<file path="src/design/ckrc_pkg.sv">
// Shared constants and types for the clock and reset control block.
package ckrc_pkg;

  // Clock rate and the times the block measures, with their cycle counts.
  localparam int CLK_PERIOD_NS   = 40;
  localparam int MISS_TIMEOUT_NS = 1000;
  localparam int MISS_CYC        = (MISS_TIMEOUT_NS + CLK_PERIOD_NS - 1) / CLK_PERIOD_NS;
  localparam int AUX_PERIOD_NS   = 2000;
  localparam int AUX_CYC         = AUX_PERIOD_NS / CLK_PERIOD_NS;
  localparam int SG_MIN_PERIOD_NS = 120;
  localparam int SG_GAP_CYC      = (SG_MIN_PERIOD_NS + CLK_PERIOD_NS - 1) / CLK_PERIOD_NS;
  localparam int SG_GAP_M1       = SG_GAP_CYC - 1;

  // Dividers, reset delay and oscillator start criterion.
  localparam int TIMER_DIV       = 12;
  localparam int CORE_DIV        = 13;
  localparam int RST_DELAY_TICKS = 2048;
  localparam int MAIN_GOOD_EDGES = 4;
  localparam int CNT_W           = 6;
  localparam logic [CNT_W-1:0] CNT_MAX = 6'h3F;

  // Register map: the printed offset is an index, the byte address is four times it.
  localparam int          ADDR_W        = 12;
  localparam logic [11:0] OSC_CTRL_IDX  = 12'h0D1;
  localparam logic [11:0] OSC_CTRL_ADDR = OSC_CTRL_IDX << 2;
  localparam logic [11:0] STATUS_ADDR   = 12'h3F0;
  localparam int          OFF_BIT       = 2;
  localparam int          STAT_AUX_BIT  = 0;
  localparam int          STAT_RST_BIT  = 1;
  localparam int          STAT_RUN_BIT  = 2;
  localparam logic [1:0]  RESP_OKAY     = 2'h0;
  localparam logic [1:0]  RESP_DECERR   = 2'h3;

  // Instruction length codes and their machine cycle counts.
  localparam logic [1:0] LEN_CODE_2 = 2'h0;
  localparam logic [1:0] LEN_CODE_4 = 2'h1;
  localparam logic [2:0] LEN_CYC_2  = 3'h2;
  localparam logic [2:0] LEN_CYC_4  = 3'h4;
  localparam logic [2:0] LEN_CYC_5  = 3'h5;

  typedef enum logic [1:0] {
    CKRC_RST_HOLD  = 2'b00,
    CKRC_RST_DELAY = 2'b01,
    CKRC_RUN       = 2'b10
  } ckrc_rst_e;

  typedef enum logic [1:0] {
    CKRC_SEL_NONE = 2'b00,
    CKRC_SEL_OSC  = 2'b01,
    CKRC_SEL_STAT = 2'b10
  } ckrc_sel_e;

endpackage

</file>
<file path="src/design/ckrc_div_if.sv">
// Tick stream into and out of a clock divider.
`timescale 1ns/100ps
`default_nettype none
interface ckrc_div_if;
  logic tick_in;
  logic tick_out;
  modport src (output tick_in, input tick_out);
  modport div (input tick_in, output tick_out);
endinterface
`default_nettype wire

</file>
<file path="src/design/ckrc_top.sv">
// Clock source selection, safeguard filter, dividers and reset sequencing.
//
// Local design decision: register access over AXI4-Lite.
`timescale 1ns/100ps
`default_nettype none
module ckrc_top #(
  parameter bit SAFEGUARD_OPT    = 1'b1,
  parameter bit RESISTOR_OSC_OPT = 1'b0
) (
  // Clock and reset
  input  wire logic                       aclk,
  input  wire logic                       aresetn,
  // AXI4-Lite write channels
  input  wire logic [ckrc_pkg::ADDR_W-1:0] s_axi_awaddr,
  input  wire logic [2:0]                 s_axi_awprot,
  input  wire logic                       s_axi_awvalid,
  output logic                            s_axi_awready,
  input  wire logic [31:0]                s_axi_wdata,
  input  wire logic [3:0]                 s_axi_wstrb,
  input  wire logic                       s_axi_wvalid,
  output logic                            s_axi_wready,
  output logic [1:0]                      s_axi_bresp,
  output logic                            s_axi_bvalid,
  input  wire logic                       s_axi_bready,
  // AXI4-Lite read channels
  input  wire logic [ckrc_pkg::ADDR_W-1:0] s_axi_araddr,
  input  wire logic [2:0]                 s_axi_arprot,
  input  wire logic                       s_axi_arvalid,
  output logic                            s_axi_arready,
  output logic [31:0]                     s_axi_rdata,
  output logic [1:0]                      s_axi_rresp,
  output logic                            s_axi_rvalid,
  input  wire logic                       s_axi_rready,
  // Oscillators
  input  wire logic                       osc_input_pin,
  output logic                            main_osc_run_o,
  output logic                            aux_low_freq_osc_run_o,
  output logic                            resistor_osc_option_o,
  // Reset sources
  input  wire logic                       reset_pin_n,
  input  wire logic                       por_n,
  input  wire logic                       wdg_reset_req,
  // Core side
  input  wire logic                       cpu_stop_req,
  input  wire logic                       instr_start,
  input  wire logic [1:0]                 instr_len,
  output logic                            internal_clock_tick_o,
  output logic                            timer_tick_o,
  output logic                            machine_cycle_tick_o,
  output logic                            instr_done_o,
  output logic                            core_reset_n_o,
  output logic                            io_pullup_force_o
);
  import ckrc_pkg::*;

  typedef struct packed {
    logic             main_prev;
    logic [CNT_W-1:0] miss_cnt;
    logic [CNT_W-1:0] aux_cnt;
    logic [CNT_W-1:0] gap_cnt;
    logic [2:0]       good_cnt;
    logic             sel_aux;
    logic             aux_run;
    logic             osc_run;
    logic             int_tick;
    logic             resistor_opt;
    ckrc_rst_e        rst_st;
    logic [10:0]      dly_cnt;
    logic             core_rst_n;
    logic             io_pullup;
    logic             main_osc_off;
    logic [2:0]       mc_left;
    logic             instr_done;
    logic             aw_got;
    logic             w_got;
    logic [11:0]      awaddr;
    logic [7:0]       wdata_lo;
    logic             wstrb0;
    logic             awready;
    logic             wready;
    logic             bvalid;
    logic [1:0]       bresp;
    logic             arready;
    logic             rvalid;
    logic [31:0]      rdata;
    logic [1:0]       rresp;
  } ckrc_state_s;

  ckrc_state_s s_ff;
  ckrc_state_s nxt_s;

  ckrc_div_if timer_div_bus ();
  ckrc_div_if core_div_bus ();

  // Word-aligned decode shared by the write and read paths.
  function automatic ckrc_sel_e reg_sel(input logic [11:0] addr);
    logic [11:0] word;
    word = {addr[11:2], 2'b00};
    if (word == OSC_CTRL_ADDR) begin
      reg_sel = CKRC_SEL_OSC;
    end else if (word == STATUS_ADDR) begin
      reg_sel = CKRC_SEL_STAT;
    end else begin
      reg_sel = CKRC_SEL_NONE;
    end
  endfunction

  function automatic logic [2:0] instr_cycles(input logic [1:0] code);
    case (code)
      LEN_CODE_2: instr_cycles = LEN_CYC_2;
      LEN_CODE_4: instr_cycles = LEN_CYC_4;
      default:    instr_cycles = LEN_CYC_5;
    endcase
  endfunction

  logic main_edge;
  logic main_missing;
  logic gap_ok;
  logic main_tick;
  logic aux_en;
  logic aux_tick;
  logic tick;
  logic in_reset;
  logic rst_req;
  logic mc_tick;
  logic [31:0] rd_word;

  always_comb begin
    nxt_s        = s_ff;
    aux_tick     = 1'b0;
    rd_word      = 32'h0000_0000;
    in_reset     = (s_ff.rst_st != CKRC_RUN);
    mc_tick      = core_div_bus.tick_out;
    main_edge    = osc_input_pin & ~s_ff.main_prev;
    nxt_s.main_prev = osc_input_pin;

    // Off bit acts only when the safeguard is built in; any reset turns the oscillator on again.
    nxt_s.osc_run = in_reset | (~cpu_stop_req & ~(SAFEGUARD_OPT & s_ff.main_osc_off));

    main_missing = (s_ff.miss_cnt >= CNT_W'(MISS_CYC));
    if (main_edge) begin
      nxt_s.miss_cnt = '0;
    end else if (!main_missing) begin
      nxt_s.miss_cnt = s_ff.miss_cnt + 6'h01;
    end

    // An edge closer than the safeguard period to the last tick is a spike and is dropped.
    gap_ok    = (s_ff.gap_cnt >= CNT_W'(SG_GAP_M1));
    main_tick = main_edge & (~SAFEGUARD_OPT | gap_ok);

    // The auxiliary counter restarts from zero, so its first tick comes one full period later.
    aux_en = SAFEGUARD_OPT & s_ff.sel_aux & (~cpu_stop_req | in_reset);
    if (aux_en) begin
      if (s_ff.aux_cnt == CNT_W'(AUX_CYC - 1)) begin
        nxt_s.aux_cnt = '0;
        aux_tick      = 1'b1;
      end else begin
        nxt_s.aux_cnt = s_ff.aux_cnt + 6'h01;
      end
    end else begin
      nxt_s.aux_cnt = '0;
    end
    nxt_s.aux_run = aux_en;

    // Source selection: leave main on a missing edge, return after a run of clean edges.
    if (!s_ff.sel_aux) begin
      if (SAFEGUARD_OPT && main_missing) begin
        nxt_s.sel_aux  = 1'b1;
        nxt_s.good_cnt = 3'h0;
      end
    end else if (main_missing || !s_ff.osc_run) begin
      nxt_s.good_cnt = 3'h0;
    end else if (main_tick) begin
      if (s_ff.good_cnt == 3'(MAIN_GOOD_EDGES - 1)) begin
        nxt_s.sel_aux  = 1'b0;
        nxt_s.good_cnt = 3'h0;
      end else begin
        nxt_s.good_cnt = s_ff.good_cnt + 3'h1;
      end
    end

    // Ticks of the two sources never mix, and the gap filter spaces the first main tick after a return from the auxiliary source.
    tick           = s_ff.sel_aux ? aux_tick : main_tick;
    nxt_s.int_tick = tick;
    if (tick) begin
      nxt_s.gap_cnt = '0;
    end else if (s_ff.gap_cnt != CNT_MAX) begin
      nxt_s.gap_cnt = s_ff.gap_cnt + 6'h01;
    end

    // Any asserted sample of a source starts a fresh hold, so a short pulse is never lost.
    rst_req = ~reset_pin_n | ~por_n | wdg_reset_req;
    case (s_ff.rst_st)
      CKRC_RST_HOLD: begin
        nxt_s.dly_cnt = 11'h000;
        if (!rst_req) begin
          nxt_s.rst_st = CKRC_RST_DELAY;
        end
      end
      CKRC_RST_DELAY: begin
        if (rst_req) begin
          nxt_s.rst_st = CKRC_RST_HOLD;
        end else if (s_ff.int_tick) begin
          if (s_ff.dly_cnt == 11'(RST_DELAY_TICKS - 1)) begin
            nxt_s.rst_st = CKRC_RUN;
          end else begin
            nxt_s.dly_cnt = s_ff.dly_cnt + 11'h001;
          end
        end
      end
      CKRC_RUN: begin
        if (rst_req) begin
          nxt_s.rst_st = CKRC_RST_HOLD;
        end
      end
      default: begin
        nxt_s.rst_st = CKRC_RST_HOLD;
      end
    endcase
    nxt_s.core_rst_n = (nxt_s.rst_st == CKRC_RUN);
    nxt_s.io_pullup  = ~nxt_s.core_rst_n;

    // Instruction timing in machine cycles; nothing executes while in reset.
    nxt_s.instr_done = 1'b0;
    if (s_ff.mc_left != 3'h0 && mc_tick) begin
      nxt_s.mc_left = s_ff.mc_left - 3'h1;
      if (s_ff.mc_left == 3'h1) begin
        nxt_s.instr_done = 1'b1;
      end
    end
    if (instr_start && !in_reset && nxt_s.mc_left == 3'h0) begin
      nxt_s.mc_left = instr_cycles(instr_len);
    end
    if (in_reset) begin
      nxt_s.mc_left = 3'h0;
    end

    // Write path: address and data are taken in either order, the response follows both.
    if (s_axi_awvalid && s_ff.awready) begin
      nxt_s.aw_got = 1'b1;
      nxt_s.awaddr = s_axi_awaddr;
    end
    if (s_axi_wvalid && s_ff.wready) begin
      nxt_s.w_got    = 1'b1;
      nxt_s.wdata_lo = s_axi_wdata[7:0];
      nxt_s.wstrb0   = s_axi_wstrb[0];
    end
    if (s_ff.bvalid && s_axi_bready) begin
      nxt_s.bvalid = 1'b0;
    end
    if (s_ff.aw_got && s_ff.w_got && !s_ff.bvalid) begin
      nxt_s.aw_got = 1'b0;
      nxt_s.w_got  = 1'b0;
      nxt_s.bvalid = 1'b1;
      nxt_s.bresp  = RESP_OKAY;
      case (reg_sel(s_ff.awaddr))
        CKRC_SEL_OSC: begin
          if (s_ff.wstrb0) begin
            nxt_s.main_osc_off = s_ff.wdata_lo[OFF_BIT];
          end
        end
        CKRC_SEL_STAT: nxt_s.bresp = RESP_OKAY;
        default: begin
          nxt_s.bresp = RESP_DECERR;
        end
      endcase
    end
    // A device reset forces the oscillator back on regardless of a write in flight.
    if (in_reset) begin
      nxt_s.main_osc_off = 1'b0;
    end
    nxt_s.awready = ~nxt_s.aw_got & ~nxt_s.bvalid;
    nxt_s.wready  = ~nxt_s.w_got & ~nxt_s.bvalid;

    // Read path: one cycle from address to data.
    if (s_ff.rvalid && s_axi_rready) begin
      nxt_s.rvalid = 1'b0;
    end
    if (s_axi_arvalid && s_ff.arready) begin
      nxt_s.rvalid = 1'b1;
      nxt_s.rresp  = RESP_OKAY;
      case (reg_sel(s_axi_araddr))
        CKRC_SEL_OSC: begin
          rd_word[OFF_BIT] = s_ff.main_osc_off;
        end
        CKRC_SEL_STAT: begin
          rd_word[STAT_AUX_BIT] = s_ff.sel_aux;
          rd_word[STAT_RST_BIT] = in_reset;
          rd_word[STAT_RUN_BIT] = s_ff.osc_run;
        end
        default: begin
          nxt_s.rresp = RESP_DECERR;
        end
      endcase
      nxt_s.rdata = rd_word;
    end
    nxt_s.arready = ~nxt_s.rvalid;
  end

  always_ff @(posedge aclk) begin
    if (!aresetn) begin
      s_ff              <= '0;
      s_ff.miss_cnt     <= CNT_W'(MISS_CYC);
      s_ff.gap_cnt      <= CNT_MAX;
      s_ff.sel_aux      <= SAFEGUARD_OPT;
      s_ff.osc_run      <= 1'b1;
      s_ff.io_pullup    <= 1'b1;
      s_ff.resistor_opt <= RESISTOR_OSC_OPT;
      s_ff.rst_st       <= CKRC_RST_HOLD;
    end else begin
      s_ff <= nxt_s;
    end
  end

  assign timer_div_bus.tick_in = s_ff.int_tick;
  assign core_div_bus.tick_in  = s_ff.int_tick;

  ckrc_div #(.DIV(TIMER_DIV)) u_timer_div (
    .aclk    (aclk),
    .aresetn (aresetn),
    .bus     (timer_div_bus)
  );

  ckrc_div #(.DIV(CORE_DIV)) u_core_div (
    .aclk    (aclk),
    .aresetn (aresetn),
    .bus     (core_div_bus)
  );

  assign s_axi_awready          = s_ff.awready;
  assign s_axi_wready           = s_ff.wready;
  assign s_axi_bvalid           = s_ff.bvalid;
  assign s_axi_bresp            = s_ff.bresp;
  assign s_axi_arready          = s_ff.arready;
  assign s_axi_rvalid           = s_ff.rvalid;
  assign s_axi_rdata            = s_ff.rdata;
  assign s_axi_rresp            = s_ff.rresp;
  assign main_osc_run_o         = s_ff.osc_run;
  assign aux_low_freq_osc_run_o = s_ff.aux_run;
  assign resistor_osc_option_o  = s_ff.resistor_opt;
  assign internal_clock_tick_o  = s_ff.int_tick;
  assign timer_tick_o           = timer_div_bus.tick_out;
  assign machine_cycle_tick_o   = core_div_bus.tick_out;
  assign instr_done_o           = s_ff.instr_done;
  assign core_reset_n_o         = s_ff.core_rst_n;
  assign io_pullup_force_o      = s_ff.io_pullup;
endmodule
`default_nettype wire

</file>
<file path="src/design/ckrc_div.sv">
// Divides the internal clock tick stream by a fixed ratio.
`timescale 1ns/100ps
`default_nettype none
module ckrc_div #(
  parameter int DIV = 12
) (
  // Clock and reset
  input  wire logic aclk,
  input  wire logic aresetn,
  // Tick streams
  ckrc_div_if.div   bus
);
  import ckrc_pkg::*;

  typedef struct packed {
    logic [3:0] cnt;
    logic       tick;
  } ckrc_div_s;

  ckrc_div_s s_ff;
  ckrc_div_s nxt_s;

  always_comb begin
    nxt_s      = s_ff;
    nxt_s.tick = 1'b0;
    if (bus.tick_in) begin
      if (s_ff.cnt == 4'(DIV - 1)) begin
        nxt_s.cnt  = 4'h0;
        nxt_s.tick = 1'b1;
      end else begin
        nxt_s.cnt = s_ff.cnt + 4'h1;
      end
    end
  end

  always_ff @(posedge aclk) begin
    if (!aresetn) begin
      s_ff <= '0;
    end else begin
      s_ff <= nxt_s;
    end
  end

  assign bus.tick_out = s_ff.tick;
endmodule
`default_nettype wire

</file>
<file path="config.mk">
export PLATFORM = sky130hd
export DESIGN_NAME = ckrc_top
export DESIGN_NICKNAME = d
export VERILOG_FILES = /design/src/design/ckrc_pkg.sv /design/src/design/ckrc_div_if.sv /design/src/design/ckrc_top.sv /design/src/design/ckrc_div.sv
export SDC_FILE = /design/constraint.sdc
export NUM_CORES = 1
export LEC_CHECK = 0
export BUFFER_PORTS_ARGS = -buffer_cell sky130_fd_sc_hd__buf_4
export CORE_MARGIN = 1
export CORE_UTILIZATION = 45
export CTS_CLUSTER_DIAMETER = 100
export DETAILED_ROUTE_END_ITERATION = 10
export GPL_TIMING_DRIVEN = 0
export HOLD_SLACK_MARGIN = 0.02
export PLACE_DENSITY = 0.78
export SLEW_MARGIN = 40
export SYNTH_ARGS = -nofsm -noshare
export SYNTH_HDL_FRONTEND = slang
export SYNTH_SLANG_ARGS = --single-unit
</file>
<file path="constraint.sdc">
create_clock -name aclk -period 1.5 [get_ports aclk]
set_input_delay 0.225 -clock aclk [delete_from_list [all_inputs] [get_ports aclk]]
set_output_delay 0.225 -clock aclk [all_outputs]
set_load 0.02 [all_outputs]
</file>
**Word-level counts from Yosys, hierarchy flattened**

Index checks and enable logic that the tools add are counted.

- Register bits after elaboration: 86
- Input port bits: 81
- Output and inout port bits: 50
- Logic and storage cells: 170

- $add $sub $neg: 8
- Order comparisons: 2
- Equality and inequality tests: 25
- Mux-type cells: 48
- Bitwise logic cells: 22
- Reduce and logical (&&, ||, !) cells: 31

Operator list:

| cell | number |
|---|---|
| $eq 10x8->1 const B | 4 |
| $mux 35 | 1 |
| $mux 2 | 14 |
| $mux 4 | 6 |
| $mux 11 | 2 |
| $pmux 11 s2 | 1 |
| $add 6x1->6 const B | 3 |
| $mux 13 | 1 |
| $mux 1 | 12 |
| $mux 3 | 4 |
| $mux 6 | 2 |
| $not 1->1 | 12 |
| $add 11x1->11 const B | 1 |
| $eq 11x11->1 const B | 1 |
| $logic_and 1x1->1 | 10 |
| $mux 5 | 2 |
| $ne 2x2->1 const B | 5 |
| $add 4x1->4 const B | 2 |
| $eq 2x1->1 const B | 4 |
| $eq 2x2->1 const B | 4 |
| $eq 4x4->1 const B | 2 |
| $reduce_or 2->1 | 4 |
| $and 1x1->1 | 6 |
| $eq 6x6->1 const B | 1 |
| other kinds (22) | 32 |

**Depth between registers and ports, before layout**

Gate-level depths: netlist of the first run.

- Depth after elaboration: 10
- Depth in mapped cells: 7
- Mapped depth without buffers: 7

**Modules after synthesis**

Synthesis of the first run repeated with hierarchy kept, for this count alone.

- Cells, all modules: 445
- Area, all modules: 3763.6 um^2

Modules (own cells, without submodules):

| module | instances | cells each | area each (um^2) | seq. area each (um^2) |
|---|---|---|---|---|
| ckrc_top | 1 | 393 | 3300.7 | 1401.3 |
| ckrc_div at u_core_div | 1 | 26 | 232.7 | 100.1 |
| ckrc_div at u_timer_div | 1 | 26 | 230.2 | 100.1 |

**Worst setup path after synthesis of the first run**

OpenSTA, ideal clock, no wires.

- Kind: reg2reg
- From: register s_ff[71] (netlist name)
- To: register s_ff[79] (netlist name)
- Setup time: 0.124 ns
- Arrival: 1.538 ns
- Required time: 1.376 ns
- Slack: -0.162 ns
- Stages on the path, launching flop included: 7
- Path buffers: 0
- Clock period less this slack: 1.662 ns
- Path through: dfxtp_1 ha_1 and3_1 nand2_1 or4_1 a21oi_1 o22ai_1

- Cells in the longest elaborated chain, start to end: 5
- Elaborated cells on any way between the ends: 8
- Those cells by class: add/sub (1); eq/ne (2); mux (4); reduce/logical (1)

Ends and longest elaborated chain:

| element | line | RTL |
|---|---|---|
| start, declared | ckrc_top.sv:89 | `ckrc_state_s s_ff;` |
| start signal, assigned | ckrc_top.sv:311 | `s_ff <= nxt_s;` |
| $add 11x1->11 | ckrc_top.sv:207 | `nxt_s.dly_cnt = s_ff.dly_cnt + 11'h001;` |
| $mux 11 | ckrc_top.sv:204 | `if (s_ff.dly_cnt == 11'(RST_DELAY_TICKS - 1)) begin` |
| $mux 13 | ckrc_top.sv:203 | `end else if (s_ff.int_tick) begin` |
| $mux 11 | ckrc_top.sv:201 | `if (rst_req) begin` |
| $pmux 11 s2 | ckrc_top.sv:193 | `case (s_ff.rst_st)` |

Several ways; a longest one is shown, not always the timed one. The select of a mux whose other input is x is not followed.
A chain may end at the register's enable or synchronous reset.

**Worst setup path in the final report of the first run**

- From: register s_ff[72] (netlist name)
- To: register s_ff[72] (netlist name)

The elaborated chain is that of the path after synthesis.

==> results of run 1 <==
==> worst max-delay path by stage <==
stage | from | to | slack [ns] | depth (start not counted)
after global placement | s_ff[105]$_SDFFE_PP0N_ | s_ff[107]$_SDFFE_PN1P_ | -0.18 | 7
after global routing | s_ff[72]$_SDFFE_PN0P_ | s_ff[81]$_SDFFE_PN0P_ | -0.22 | 6
final | s_ff[72]$_SDFFE_PN0P_ | s_ff[72]$_SDFFE_PN0P_ | -0.16 | 5
after floorplan | s_ff[72]$_SDFFE_PN0P_ | s_ff[79]$_SDFFE_PN0P_ | -0.06 | 6
after CTS | s_ff[105]$_SDFFE_PP0N_ | s_ff[107]$_SDFFE_PN1P_ | -0.15 | 7
after detailed placement | s_ff[92]$_SDFFE_PN1P_ | s_ff[96]$_SDFFE_PN1P_ | -0.22 | 7
==> Yosys cell counts (2+ instances only) <==
master / number / area, um2
a211oi_1: 2 / 15.0
a21boi_0: 16 / 120
a21o_1: 2 / 15.0
a21oi_1: 16 / 80.1
a22oi_1: 5 / 37.5
a31oi_1: 5 / 31.3
and2_1: 8 / 50.1
and3_1: 11 / 68.8
and4_1: 3 / 26.3
buf_2: 3 / 15.0
buf_4: 37 / 278
clkbuf_1: 8 / 30.0
dfxtp_1: 80 / 1600
ha_1: 15 / 188
inv_1: 17 / 63.8
mux2i_1: 4 / 40.0
nand2_1: 63 / 236
nand2b_1: 4 / 25.0
nand3_1: 18 / 90.1
nand4_1: 7 / 43.8
nand4b_1: 5 / 43.8
nor2_1: 34 / 128
nor2b_1: 11 / 68.8
nor3_1: 5 / 25.0
nor4_1: 2 / 12.5
o211ai_1: 7 / 52.6
o21ai_0: 23 / 115
o21ai_1: 2 / 10.0
o21ba_2: 2 / 20.0
o22ai_1: 3 / 18.8
o31ai_1: 4 / 30.0
xnor2_1: 6 / 52.6
xor2_1: 4 / 35.0
==> registers in the layout, summed over array words and instances (netlist names), 3 cells and up <==
register	flops
s_ff	54
u_timer_div.s_ff	4
u_core_div.s_ff	4
s_axi_rdata	3
==> area by class of cell <==
| type | count | area, um2 |
|---|---|---|
| Buffer | 50 | 344 |
| Clock buffer | 11 | 141 |
| Clock inverter | 5 | 32.5 |
| Fill cell | 722 | 3170 |
| Inverter | 17 | 66.3 |
| Multi-Input combinational cell | 337 | 2200 |
| Sequential cell | 80 | 1620 |
| Tap cell | 105 | 131 |
| Timing Repair Buffer | 73 | 548 |
==> per-stage QoR <==
step	hold slack (ns)	setup WS [ns]	instance area (um2)	power, mW	util
2_1_floorplan	0.341	-0.0643	4010	3.02	-
3_3_place_gp	0.432	-0.179	4560	3.21	0.552
3_5_place_dp	0.439	-0.218	4560	3.24	0.552
4_1_cts	0.0747	-0.150	4900	4.67	0.593
5_1_grt	0.0698	-0.216	5090	4.94	0.616
6_report	0.0770	-0.159	5090	4.70	0.616
==> logic make-up after synthesis <==
kind of cell | synth area share
flip-flops | 0.414
XOR/XNOR | 0.0226
buffers and inverters | 0.102
other | 0.000969
AO/OA/AOI/OAI | 0.163
multiplexers | 0.0133
AND/OR/NAND/NOR | 0.236
adder cells (fa/ha/maj) | 0.0485
==> layer usage <==
metal | track usage | wire, um | vias up
met2 | 0.362 | 4510 | 113
met3 | 0.0556 | 505 | 24
li1 | - | - | 1747
met4 | 0.0682 | 224 | 0
met1 | 0.229 | 3790 | 1639
met5 | 0 | 0 | -
==> worst reg2reg max path: stages, from the launching register on <==
cell     delay, ns
dfxtp_4       0.36
ha_4          0.14
and4_4        0.23
nand4_1       0.28
and3_4        0.33
a32o_1        0.20
==> power by group through the flow <==
stage / Clock [mW] / Sequential, mW / Combinational, mW
floorplan: 0 / 2.40 / 0.614
global placement: 0 / 2.41 / 0.801
detailed placement: 0 / 2.42 / 0.827
CTS: 1.43 / 2.36 / 0.873
global route: 1.52 / 2.39 / 1.03
finish: 1.42 / 2.37 / 0.915
==> timing repair <==
action | 4_1_cts | 5_1_grt
setup endpoints to repair | 38 | 39
resized for setup | 33 | 41
setup buffers | 10 | 7
pin swaps | 23 | 22
==> results.ini, run 1 <==
[finish]
layout_common_cells = buf_4 (111), dfxtp_1 (70), nand2_1 (55), nor2_1 (33), conb_1 (30)
final_common_cell = buf_4
area_growth_pct = 31.4
nets = 664
stdcell_count = 678
drive_above_1_share = 0.330
antenna_cells = 0

[critical_path]
critPathMaxFanout = 5
rr_startpoint = s_ff[72]$_SDFFE_PN0P_
slowest_delay_ns = 0.36
worst-path-buf-inv = 0
cp.required_ns = 1.75
critPathTopFamily = simple AND/OR/NAND/NOR gates
crit_type = flop to flop
crit_path_end_kind = flop
crit_slowest_cell = dfxtp_4
ff2ff_path_depth = 5
ff2ff_setup_slack_ns = -0.16
r2r_end = s_ff[72]$_SDFFE_PN0P_
crit_arrival_ns = 1.91
cp_cell_sequence = ha_4, and4_4, nand4_1, and3_4, a32o_1
cp-start-kind = flop

[global_routing]
grt_pass1_wl_um = 14200
antenna_found_initial = 0
grt_overflow = 0
grt_pass1_vias = 3235
track_usage = 0.202
grt_max_degree = 14

[synth]
ys_ff_latch = 80
yosysUniqueCellTypes = 56
synth_cells = 455
ys_seq_area_frac = 0.414
ys_warn_count = 0
async_reset_ff_frac = 0
syn-cell-area_um2 = 3870
synth_edf_count = 0
synth.avg_cell_area_um2 = 8.51
synth-main-ff-cell = dfxtp_1

[outcome]
status = finished with violations
violations = negative setup slack

[pwr]
seqPwrFrac = 0.504
peakVddDrop_uv = 721
power_switching_share = 0.289
p_leak_nw = 2.16
clkPwrFrac = 0.301
pwr-share-comb = 0.195
internal_power_mw = 3.34
powerDensity_nw_per_um2 = 924
p_switching_mw = 1.36

[die]
floorplan.die.height_um = 94.8
fp.coreArea_um2 = 8260
initial_core_util = 0.469
dieArea_um2 = 8980
die_w_um = 94.8
rows = 33
io_pins = 131

[sta]
setup_violations = 22
fin_crit_ns = 1.66
worstMarginPinSlew_ns = 0.630
finalSetupTns_ns = -2.20
hold_viol = 0
drv_slew = 0
min_period_over_period = 1.11
postLayoutSetupSlackWorst_ns = -0.159
grt_setup_unrepaired = yes
max_slew_margin = 0.580
fin_worst_skew_ns = 0.0101
max_freq_mhz = 603

[route]
vias = 3523
antenna_left = 0
drt_wl_total_um = 9030
vias_per_cell = 5.20
firstDrtPassIters = 5
wire_per_inst_um = 13.3
drc = 0
drtIter0Drc = 163

[clock_network]
cts_tree = yes
clock_latency_ns = 0.36
hold_buffers = 0
clock_sinks = 80
numCtsBuffers = 9
htreeDepth = 3
clockBufferDepth = 2
root_buffer = clkbuf_8
clk_pin_slew_ns = 0.08

[placement]
hpwl_um = 6100
port_buffers = 56
globalplace.congestion = 0.816
place_inst = 645

[hold_path]
min_path_cells = 2
hp-class = input pin to flop
min_to = main_osc_run_o$_SDFF_PN1_
worst_hold_startpoint = cpu_stop_req

[job]
maxCapViolCount = 0

Note: power is estimated with default switching activity, not from simulation.
==> run 2, diff against run 1 <==
--- a/config.mk
+++ b/config.mk
@@ -12,6 +12,7 @@
 export DETAILED_ROUTE_END_ITERATION = 10
 export GPL_TIMING_DRIVEN = 0
 export HOLD_SLACK_MARGIN = 0.02
+export MAX_ROUTING_LAYER = met4
 export PLACE_DENSITY = 0.78
 export SLEW_MARGIN = 40
 export SYNTH_ARGS = -nofsm -noshare
==> results.ini, run 2 (synthesis results as in run 1) <==
[placement]
place_inst = 645  ; unchanged
hpwl_um = 6100  ; unchanged
place_area_um2 = 4560  ; unchanged
globalplace.congestion = 0.829  ; was 0.816
port_buffers = 56  ; unchanged

[route]
drt_wl_total_um = 8890  ; was 9030 um
drtIter0Drc = 147  ; was 163
vias = 3469  ; was 3523
drc = 0  ; unchanged
firstDrtPassIters = 4  ; was 5
antenna_left = 0  ; unchanged
vias_per_cell = 5.12  ; was 5.20
wire_per_inst_um = 13.1  ; was 13.3 um

[pwr]
peakVddDrop_uv = 719  ; was 721 uV
powerDensity_nw_per_um2 = 924  ; about the same
p_leak_nw = 2.15  ; was 2.16 nW

[clock_network]
clock_latency_ns = 0.35  ; was 0.36 ns
root_buffer = clkbuf_8  ; unchanged
clk_pin_slew_ns = 0.08  ; about the same
clockBufferDepth = 2  ; unchanged
htreeDepth = 3  ; unchanged
clock_sinks = 80  ; unchanged
cts_tree = yes  ; unchanged
numCtsBuffers = 9  ; unchanged

[sta]
grt_setup_unrepaired = yes  ; unchanged
setup_violations = 23  ; was 22
fin_crit_ns = 1.67  ; was 1.66 ns
min_period_over_period = 1.11  ; about the same
fin_worst_skew_ns = 0.00965  ; was 0.0101 ns
postLayoutSetupSlackWorst_ns = -0.171  ; was -0.159 ns
worstMarginPinSlew_ns = 0.626  ; was 0.630 ns
max_slew_margin = 0.583  ; was 0.580
hold_viol = 0  ; unchanged
drv_slew = 0  ; unchanged
max_freq_mhz = 599  ; was 603 MHz

[finish]
layout_common_cells = buf_4 (111), dfxtp_1 (71), nand2_1 (56), nor2_1 (33), conb_1 (30)  ; was buf_4 (111), dfxtp_1 (70), nand2_1 (55), nor2_1 (33), conb_1 (30)
fillers = 730  ; was 722
drive_above_1_share = 0.321  ; was 0.330
largest_register_ffs = 54  ; unchanged
area_growth_pct = 30.9  ; was 31.4%
nets = 664  ; unchanged
final_common_cell = buf_4  ; unchanged
top_register = s_ff  ; unchanged
fin_area_um2 = 5070  ; was 5090 um2
multiInputGateArea_um2 = 2180  ; was 2200 um2
largestRegisters = s_ff: 54 flops, u_core_div.s_ff: 4 flops, u_timer_div.s_ff: 4 flops  ; unchanged
stdcell_count = 678  ; unchanged
antenna_cells = 0  ; unchanged
ff_latch_area_um2 = 1620  ; about the same

[global_routing]
grt_pass1_wl_um = 14200  ; about the same
grt_pass1_vias = 3240  ; was 3235
grt_max_degree = 14  ; unchanged
track_usage = 0.208  ; was 0.202
grt_overflow = 0  ; unchanged
antenna_found_initial = 0  ; unchanged

[die]
rows = 33  ; unchanged
floorplan.die.height_um = 94.8  ; unchanged
fp.coreArea_um2 = 8260  ; unchanged
initial_core_util = 0.469  ; unchanged
dieArea_um2 = 8980  ; unchanged
die_w_um = 94.8  ; unchanged
io_pins = 131  ; unchanged

[outcome]
status = finished with violations  ; unchanged
violations = negative setup slack  ; unchanged

[job]
maxCapViolCount = 0  ; unchanged

[hold_path]
hp-class = input pin to flop  ; unchanged

[critical_path]
cp.required_ns = 1.73  ; was 1.75 ns
crit_arrival_ns = 1.91  ; about the same
cp-start-kind = flop  ; unchanged
crit_type = flop to flop  ; unchanged
crit_path_end_kind = flop  ; unchanged
critPathMaxFanout = 5  ; unchanged

run 2: where the power goes:
| part | internal [mW] | total [mW] | switching (mW) | leakage, nW |
|---|---|---|---|---|
| Clock | 0.640 | 1.40 | 0.758 | 0.0813 |
| Sequential | 2.25 | 2.37 | 0.121 | 0.655 |
| Combinational | 0.452 | 0.914 | 0.461 | 1.41 |
run 2: cell type report:
type	count	share of cell area
multi-input cells	337	0.431
well taps	105	0.0259
clock buffers	11	0.0279
repair buffers	73	0.108
inverters	17	0.0131
clock inverters	5	0.00642
flip-flops and latches	80	0.320
plain buffers	50	0.0679
run 2: layer usage:
metal	part of all wire	GRT usage	vias to the layer above	routed length (um)
met5	0	-	-	0
met4	0.022	0.0682	0	198
met3	0.052	0.0548	18	465
met2	0.50	0.363	89	4470
met1	0.42	0.228	1617	3760
li1	-	-	1745	-
run 2: final timing paths:
path | from | endpoint | slack, ns | cells past startpoint
worst min register to register | s_ff[63]$_SDFF_PN0_ | s_axi_awready$_SDFF_PN0_ | 0.46 | 1
worst max-delay path | s_ff[72]$_SDFFE_PN0P_ | s_ff[72]$_SDFFE_PN0P_ | -0.17 | 5
worst min-delay path | cpu_stop_req | main_osc_run_o$_SDFF_PN1_ | 0.09 | 2
worst max register to register | s_ff[72]$_SDFFE_PN0P_ | s_ff[72]$_SDFFE_PN0P_ | -0.17 | 5
run 2: timing repair:
action	in CTS	in global routing
setup endpoints to repair	38	39
setup buffers	10	7
pin swaps	23	20
gates resized for setup	33	36
hold buffers	0	0
run 2: through the flow:
step | setup WS (ns) | hold WS [ns] | TNS [ns] | power [mW] | util
after floorplan | -0.0643 | 0.341 | -0.129 | 3.02 | -
after global placement | -0.179 | 0.432 | -2.76 | 3.21 | 0.552
after detailed placement | -0.218 | 0.439 | -3.69 | 3.24 | 0.552
after CTS | -0.150 | 0.0747 | -1.06 | 4.67 | 0.593
after global routing | -0.230 | 0.0698 | -4.07 | 4.94 | 0.614
final | -0.171 | 0.0895 | -2.31 | 4.68 | 0.614
run 2: worst max-delay path: stages, from the launching register on:
cell and delay (ns):
dfxtp_4 0.36, ha_4 0.14, and4_4 0.24, nand4_1 0.29, and3_4 0.33, a32o_1 0.20
